### src/logic/umr_pkg.sv
/*
 * Package for the miscellaneous register bank: offsets, field layouts, reset values and
 * the types that carry the register bus and the start-of-frame report.
 * Assumes a byte-addressed register bus with 16-bit data, as the host parallel interface gives.
 */
package umr_pkg;

    // ------------------------------------------------------------------
    // register offsets
    // ------------------------------------------------------------------
    localparam logic [7:0] UMR_OFS_IDENTITY = 8'h70;
    localparam logic [7:0] UMR_OFS_FRAME = 8'h74;
    localparam logic [7:0] UMR_OFS_SCRATCH = 8'h78;
    localparam logic [7:0] UMR_OFS_UNLOCK = 8'h7C;

    // ------------------------------------------------------------------
    // field layouts and values
    // ------------------------------------------------------------------
    localparam int UMR_FRAME_COUNT_W = 11;
    localparam int UMR_MICRO_W = 3;
    localparam int UMR_FRAME_COUNT_LSB = 0;
    localparam int UMR_MICRO_LSB = 11;
    localparam logic [15:0] UMR_UNLOCK_KEY = 16'hAA37;
    localparam logic [7:0] UMR_UNLOCK_KEY_HIGH = 8'hAA;
    localparam logic [7:0] UMR_UNLOCK_KEY_LOW = 8'h37;
    localparam logic [15:0] UMR_SCRATCH_RESET = 16'h0000;
    localparam logic [15:0] UMR_FRAME_RESET = 16'h0000;
    localparam logic [15:0] UMR_READ_RESET = 16'h0000;
    // identity defaults are arbitrary neutral values
    localparam logic [15:0] UMR_PART_ID_DEFAULT = 16'h5A5A;
    localparam logic [7:0] UMR_VERSION_DEFAULT = 8'h01;

    // ------------------------------------------------------------------
    // carrier types
    // ------------------------------------------------------------------
    typedef struct packed {
        logic rd;          // one-cycle read strobe
        logic wr;          // one-cycle write strobe
        logic byte_mode;   // 1: 8-bit access on data[7:0]
        logic [7:0] addr;
        logic [15:0] wdata;
    } umr_bus_req_type;

    typedef struct packed {
        logic valid;       // one-cycle: error-free start-of-frame seen
        logic [UMR_MICRO_W-1:0] microframe_index;
        logic [UMR_FRAME_COUNT_W-1:0] frame_count;
    } umr_sof_type;

endpackage : umr_pkg

### src/logic/umr_misc_regs.sv
/*
 * Miscellaneous register bank of the USB peripheral: identity, frame number, scratch and unlock.
 * Assumes the bus strobes are synchronous single-cycle pulses, the SIE gives a one-cycle report
 * per error-free start-of-frame, and the suspend input is a level from the power logic.
 */
//
// Contract
// - identity register is read-only, fixed value
// - identity: part id 23:8, version 7:0
// - frame number updated on good SOF only
// - frame: count 10:0, microframe 13:11
// - 8-bit frame read: low byte first
// - 16-bit scratch, cleared by both resets
// - locked suspend ignores register writes except to unlock
// - writing AA37h re-enables register, FIFO writes
// - unlock write-only, bytes AAh and 37h
// - host-powered flag set: never lock
// - lock engages on suspend entry, flag clear
`timescale 1ns/1ps

module umr_misc_regs import umr_pkg::*; #(
    parameter logic [15:0] PART_ID = UMR_PART_ID_DEFAULT,  // arbitrary neutral value
    parameter logic [7:0] VERSION = UMR_VERSION_DEFAULT    // arbitrary neutral value
) (
    input wire logic clk_i,
    input wire logic rstn_i,
    input wire logic bus_reset_i,
    input wire logic suspend_i,
    input wire logic host_powered_flag_i,
    input wire umr_bus_req_type req_i,
    input wire umr_sof_type sof_i,
    output logic [23:0] rdata_o,
    output logic rvalid_o,
    output logic write_enable_o,
    output logic [15:0] scratch_o
);

    // ------------------------------------------------------------------
    // decode
    // ------------------------------------------------------------------
    function automatic logic umr_hit(input logic [7:0] a, input logic [7:0] ofs);
        // byte accesses to the high half sit at offset+1
        umr_hit = (a[7:2] == ofs[7:2]) && (a[1] == 1'b0);
    endfunction : umr_hit

    logic locked;
    logic suspend_q;
    logic frame_hi_pending;
    logic [15:0] frame_number;
    logic [15:0] firmware_scratch;

    wire hit_id = umr_hit(req_i.addr, UMR_OFS_IDENTITY);
    wire hit_frame = umr_hit(req_i.addr, UMR_OFS_FRAME);
    wire hit_scratch = umr_hit(req_i.addr, UMR_OFS_SCRATCH);
    wire hit_unlock = umr_hit(req_i.addr, UMR_OFS_UNLOCK);
    wire upper_byte = req_i.addr[0];
    wire [23:0] identity_word = {PART_ID, VERSION};
    wire suspend_entry = suspend_i && !suspend_q;
    wire lock_event = suspend_entry && !host_powered_flag_i;
    wire write_ok = req_i.wr && !locked;
    wire key_word = !req_i.byte_mode && (req_i.wdata == UMR_UNLOCK_KEY);
    wire key_high = req_i.byte_mode && upper_byte && (req_i.wdata[7:0] == UMR_UNLOCK_KEY_HIGH);
    wire key_low = req_i.byte_mode && !upper_byte && (req_i.wdata[7:0] == UMR_UNLOCK_KEY_LOW);
    logic key_low_seen;
    // byte-wide unlock needs the low byte then the high byte
    wire unlock_now = req_i.wr && hit_unlock && (key_word || (key_high && key_low_seen));
    wire scratch_wr = write_ok && hit_scratch;
    wire [15:0] next_scratch = !req_i.byte_mode ? req_i.wdata :
                               upper_byte ? {req_i.wdata[7:0], firmware_scratch[7:0]} :
                               {firmware_scratch[15:8], req_i.wdata[7:0]};
    wire [15:0] next_frame = {2'b00, sof_i.microframe_index, sof_i.frame_count};
    // byte read of frame: low first, then high from the same snapshot
    // either byte offset starts the pair with the low byte, so a stale snapshot never leaks
    wire frame_byte_hi = req_i.byte_mode && frame_hi_pending;
    logic [7:0] frame_hi_snap;
    wire [23:0] frame_read = !req_i.byte_mode ? {8'h00, frame_number} :
                             frame_byte_hi ? {16'h0000, frame_hi_snap} : {16'h0000, frame_number[7:0]};
    wire [15:0] scratch_read = !req_i.byte_mode ? firmware_scratch :
                               upper_byte ? {8'h00, firmware_scratch[15:8]} : {8'h00, firmware_scratch[7:0]};
    wire [23:0] id_read = !req_i.byte_mode ? identity_word :
                          upper_byte ? {16'h0000, identity_word[15:8]} : {16'h0000, identity_word[7:0]};
    // unlock and unmapped offsets read zero
    wire [23:0] next_rdata = hit_id ? id_read :
                             hit_frame ? frame_read :
                             hit_scratch ? {8'h00, scratch_read} : {8'h00, UMR_READ_RESET};

    // ------------------------------------------------------------------
    // write lock
    // ------------------------------------------------------------------
    // suspend entry wins over a same-cycle unlock so a floating strobe cannot undo it
    always_ff @(posedge clk_i or negedge rstn_i) begin
        if (!rstn_i) begin
            locked <= 1'b0;
            suspend_q <= 1'b0;
            key_low_seen <= 1'b0;
        end else begin
            suspend_q <= suspend_i;
            if (lock_event) begin
                locked <= 1'b1;
            end else if (unlock_now) begin
                locked <= 1'b0;
            end
            if (req_i.wr && hit_unlock) begin
                key_low_seen <= key_low;
            end
        end
    end

    // ------------------------------------------------------------------
    // scratch register
    // ------------------------------------------------------------------
    always_ff @(posedge clk_i or negedge rstn_i) begin
        if (!rstn_i) begin
            firmware_scratch <= UMR_SCRATCH_RESET;
        end else if (bus_reset_i) begin
            firmware_scratch <= UMR_SCRATCH_RESET;
        end else if (scratch_wr) begin
            firmware_scratch <= next_scratch;
        end
    end

    // ------------------------------------------------------------------
    // frame number capture
    // ------------------------------------------------------------------
    always_ff @(posedge clk_i or negedge rstn_i) begin
        if (!rstn_i) begin
            frame_number <= UMR_FRAME_RESET;
        end else if (bus_reset_i) begin
            frame_number <= UMR_FRAME_RESET;
        end else if (sof_i.valid) begin
            frame_number <= next_frame;
        end
    end

    // byte sequencer: the high byte is frozen when the low byte is read
    always_ff @(posedge clk_i or negedge rstn_i) begin
        if (!rstn_i) begin
            frame_hi_pending <= 1'b0;
            frame_hi_snap <= 8'h00;
        end else if (req_i.rd && hit_frame && req_i.byte_mode) begin
            frame_hi_pending <= !frame_byte_hi;
            frame_hi_snap <= frame_byte_hi ? frame_hi_snap : frame_number[15:8];
        end else if (req_i.rd || req_i.wr) begin
            frame_hi_pending <= 1'b0;
        end
    end

    // ------------------------------------------------------------------
    // outputs, all registered
    // ------------------------------------------------------------------
    always_ff @(posedge clk_i or negedge rstn_i) begin
        if (!rstn_i) begin
            rdata_o <= 24'h000000;
            rvalid_o <= 1'b0;
            write_enable_o <= 1'b1;
            scratch_o <= UMR_SCRATCH_RESET;
        end else begin
            rvalid_o <= req_i.rd;
            if (req_i.rd) begin
                rdata_o <= next_rdata;
            end
            // gates writes to other registers and the FIFOs elsewhere
            write_enable_o <= !(lock_event || (locked && !unlock_now));
            scratch_o <= firmware_scratch;
        end
    end

endmodule : umr_misc_regs

### config.mk
export PLATFORM = sky130hd
export DESIGN_NAME = umr_misc_regs
export DESIGN_NICKNAME = d
export VERILOG_FILES = /design/src/logic/umr_pkg.sv /design/src/logic/umr_misc_regs.sv
export SDC_FILE = /design/constraint.sdc
export NUM_CORES = 1
export LEC_CHECK = 0
export BUFFER_PORTS_ARGS = -buffer_cell sky130_fd_sc_hd__buf_2
export CAP_MARGIN = 20
export CORE_UTILIZATION = 39
export CTS_BUF_LIST = sky130_fd_sc_hd__clkbuf_16
export CTS_CLUSTER_DIAMETER = 40
export DETAILED_ROUTE_END_ITERATION = 8
export SETUP_SLACK_MARGIN = 0.5
export SYNTH_ARGS = -nofsm -noshare
export SYNTH_HDL_FRONTEND = slang
export SYNTH_SLANG_ARGS = --single-unit
### constraint.sdc
create_clock -name clk_i -period 1.4 [get_ports clk_i]
set_input_delay 0.28 -clock clk_i [delete_from_list [all_inputs] [get_ports clk_i]]
set_output_delay 0.28 -clock clk_i [all_outputs]
set_load 0.02 [all_outputs]
==> results.cfg <==
[status]
result_of_the_run = finished with violations
failed_checks = negative hold slack, negative setup slack

[global_routing]
globalRouteMet3Util = 0.0355
antenna_found_initial = 0
grt.busiest_layer = met2
grt_start_max_net_pins = 76
grt_pass1_vias = 2913
fraction_of_met2_tracks_used_by_global_routing = 0.360
wire_length_of_the_first_global_routing_pass_um = 15000
global_route.usage.met1 = 0.304
overflow = 0
grt_use_total = 0.222

[clock_tree]
cts.clk_slew.worst_paths_ns = 0.06
cts_hold_buffers = 0
cts.root.buffer_cell = sky130_fd_sc_hd__clkbuf_16
cts_tree = yes
clk_latency_ns = 0.33
cts.sink_count = 75
cts-htree-levels = 3
ctsLongestPathBuffers = 2
numCtsBuffers = 9

[die]
die_height_um = 95.8
chip_width_um = 95.8
ios = 89
floorplan.initialDensity = 0.409
core-area_um2 = 8380
floorplan.rows = 33
die-area_um2 = 9170

[route]
detail-route-antenna-nets = 0
via_cell_ratio = 5.37
drc = 0
drt_first_pass_iters = 4
initialDrtViolationCount = 141
totalWireLength_um = 9790
routedWlPerCell_um = 17.6
routed-via-count = 2997

[sta]
setup_failing_eps_final = 15
finalWorstPathRequiredPeriod_ns = 1.48
hold_violations = 20
final_critical_path_setup_slack_ns = -0.0771
slew_viol_final = 0
finClkSkew_ns = 0.00366
worst_hold_slack_ns = -0.0348
finalCritPeriodShare = 1.06
setup-tns-final_ns = -0.917
max_clock_freq_ghz = 0.677
grt_setup_unrepaired = yes

[setup_path]
critPathKind = input pin to flop
start_kind = input pin
critical_path_peak_fanout = 7
worstPathRequired_ns = 1.61
arrival_ns = 1.69
endpoint_kind = flop

[cells_and_area]
area_overhead_of_the_layout_relative_to_synthesis_pct = 55.1
finalNonFillerCells = 558
finish.instance_area_um2 = 5320
insertedDiodeCount = 0
layout-drive-gt1-share = 0.519
layout.core_utilization = 0.635
area_of_the_multi_input_gates_um2 = 1670
layout.filler_cells = 667
num-nets-final = 495
seqCellArea_um2 = 1880

[pwr]
power.leakage_nw = 2.59
post-layout-total-power_w = 0.00525
irDropWorstVdd_mv = 0.852
p_per_area_nw_per_um2 = 987

[synthesis]
post_synth_adder_cell_area = 0
number_of_distinct_standard_cells_referenced_by_the_synthesized_netlist = 48
fraction_of_registers_with_async_set_or_reset_after_synthesis = 1.00
netlist.top_cell.by_area = sky130_fd_sc_hd__dfrtp_1
post_synth_mux_area_share = 0.120
post_synth_xor_area_fraction = 0
synthMostInstantiatedCell = sky130_fd_sc_hd__dfrtp_1
ys_top_cells_by_count = sky130_fd_sc_hd__dfrtp_1, sky130_fd_sc_hd__o21ai_0, sky130_fd_sc_hd__nor2_1
postSynthRegisterBits = 75
syn-cell-area_um2 = 3430
synthFlopType = sky130_fd_sc_hd__dfrtp_1
synth_edf_count = 0
netlist.area_leader.share = 0.540
synth_area_leaders = sky130_fd_sc_hd__dfrtp_1, sky130_fd_sc_hd__mux2i_1, sky130_fd_sc_hd__o21ai_0
ys_seq_area_frac = 0.548
syn-mean-instance-area_um2 = 11.4
synth_compound_area_frac = 0.137
post_synth_and_or_nand_nor_area_fraction = 0.142
main_combinational_cell_family_by_area_after_synthesis = simple AND/OR/NAND/NOR gates
synthesis.instances = 302
synth-warning-count = 0

[run]
maxCapViolations = 0

[placed_design]
place.port_buffers = 84
dpl_cells = 511
gp_congestion = 0.861
postPlaceCellArea_um2 = 4220
dp_hpwl_um = 6620

[hold_path]
timing.hold.worst.class = input pin to asynchronous set/reset pin
worst max-delay path, cell delays in order:
cell	delay, ns
sky130_fd_sc_hd__buf_6	0.09
sky130_fd_sc_hd__and4bb_2	0.33
sky130_fd_sc_hd__buf_4	0.13
sky130_fd_sc_hd__buf_6	0.09
sky130_fd_sc_hd__and4_4	0.26
sky130_fd_sc_hd__a21oi_4	0.07
sky130_fd_sc_hd__buf_12	0.14
sky130_fd_sc_hd__mux2_4	0.30
cell usage in the layout (no fill, tap or decap), types with 3 or more instances in the layout:
master and count:
sky130_fd_sc_hd__nand3_2 3, sky130_fd_sc_hd__nand3_1 6, sky130_fd_sc_hd__a41o_1 3, sky130_fd_sc_hd__buf_12 4
sky130_fd_sc_hd__o21ai_1 10, sky130_fd_sc_hd__mux2_4 14, sky130_fd_sc_hd__a21oi_1 3, sky130_fd_sc_hd__o21ai_2 3
sky130_fd_sc_hd__a22o_1 9, sky130_fd_sc_hd__conb_1 4, sky130_fd_sc_hd__nand3_4 4, sky130_fd_sc_hd__nor2_1 23
sky130_fd_sc_hd__buf_4 56, sky130_fd_sc_hd__buf_2 44, sky130_fd_sc_hd__nand2b_1 6, sky130_fd_sc_hd__buf_6 52
sky130_fd_sc_hd__mux2i_1 21, sky130_fd_sc_hd__dfrtp_1 72, sky130_fd_sc_hd__o32a_1 5, sky130_fd_sc_hd__o2bb2ai_2 3
sky130_fd_sc_hd__nand2_4 3, sky130_fd_sc_hd__clkbuf_16 9, sky130_fd_sc_hd__nand2_1 9, sky130_fd_sc_hd__o21ai_0 13
sky130_fd_sc_hd__a21oi_2 8, sky130_fd_sc_hd__inv_1 7, sky130_fd_sc_hd__clkinvlp_4 3, sky130_fd_sc_hd__nand4_1 7
sky130_fd_sc_hd__nor2b_1 5
stage by stage:
stage | hold WS [ns] | setup WS (ns)
after CTS | 0.00945 | -0.0998
after global placement | 0.341 | -0.346
after detailed placement | 0.357 | -0.371
after floorplan | -0.0156 | -0.244
final | -0.0348 | -0.0771
after global routing | 0.0230 | -0.0967
area by class of cell:
class,instances,area share
Timing Repair Buffer,157,0.248
Clock buffer,9,0.0423
Sequential cell,75,0.353
Inverter,6,0.00423
Clock inverter,7,0.0132
Multi-Input combinational cell,199,0.314
Tap cell,105,0.0247
layer usage:
metal / vias to the layer above / share of wire / wire [um]
met5: - / 0 / 0
met4: 0 / 0.018 / 180
met3: 17 / 0.048 / 474
met2: 106 / 0.49 / 4800
met1: 1490 / 0.44 / 4330
li1: 1384 / - / -
kinds of logic (layout without fill, tap and decap cells):
| logic type | Yosys count | count (layout) |
|---|---|---|
| buffers and inverters | 31 | 179 |
| multiplexers | 37 | 37 |
| AND/OR/NAND/NOR | 89 | 89 |
| other | 1 | 4 |
| flip-flops | 75 | 75 |
| AO/OA/AOI/OAI | 69 | 69 |
where the power goes:
group / leakage (nW) / internal (W) / switching (W)
Sequential: 1.00 / 0.00224 / 0.0000664
Clock: 0.139 / 0.00137 / 0.000904
Combinational: 1.44 / 0.000321 / 0.000342
Total: 2.59 / 0.00394 / 0.00131
flip-flops by register name, summed over array words and instances (netlist names):
name / cells
frame_number: 14
key_low_seen: 1
locked: 1
rvalid_o: 1
frame_hi_pending: 1
write_enable_o: 1
suspend_q: 1
scratch_o: 16
rdata_o: 17
firmware_scratch: 16
frame_hi_snap: 6
final timing paths:
kind                                          start                   end  slack, ns  depth (start not counted)
worst min register to register  firmware_scratch[5]          scratch_o[5]       0.41                          0
max in group asynchronous                    rstn_i           rdata_o[20]       1.06                          2
min in group clk_i                        suspend_i             suspend_q       0.07                          1
worst max-delay path                      req_i[23]  firmware_scratch[10]      -0.08                          8
worst max register to register               locked  firmware_scratch[10]      -0.05                          5
worst min-delay path                         rstn_i                locked      -0.03                          2
repair_timing:
item / CTS / global route
gates resized for setup: 99 / 60
setup buffers: 19 / 11
gates cloned: 0 / 1
setup endpoints to repair: 81 / 81
pin swaps: 15 / 24
Power figures use the tool's default switching activity.
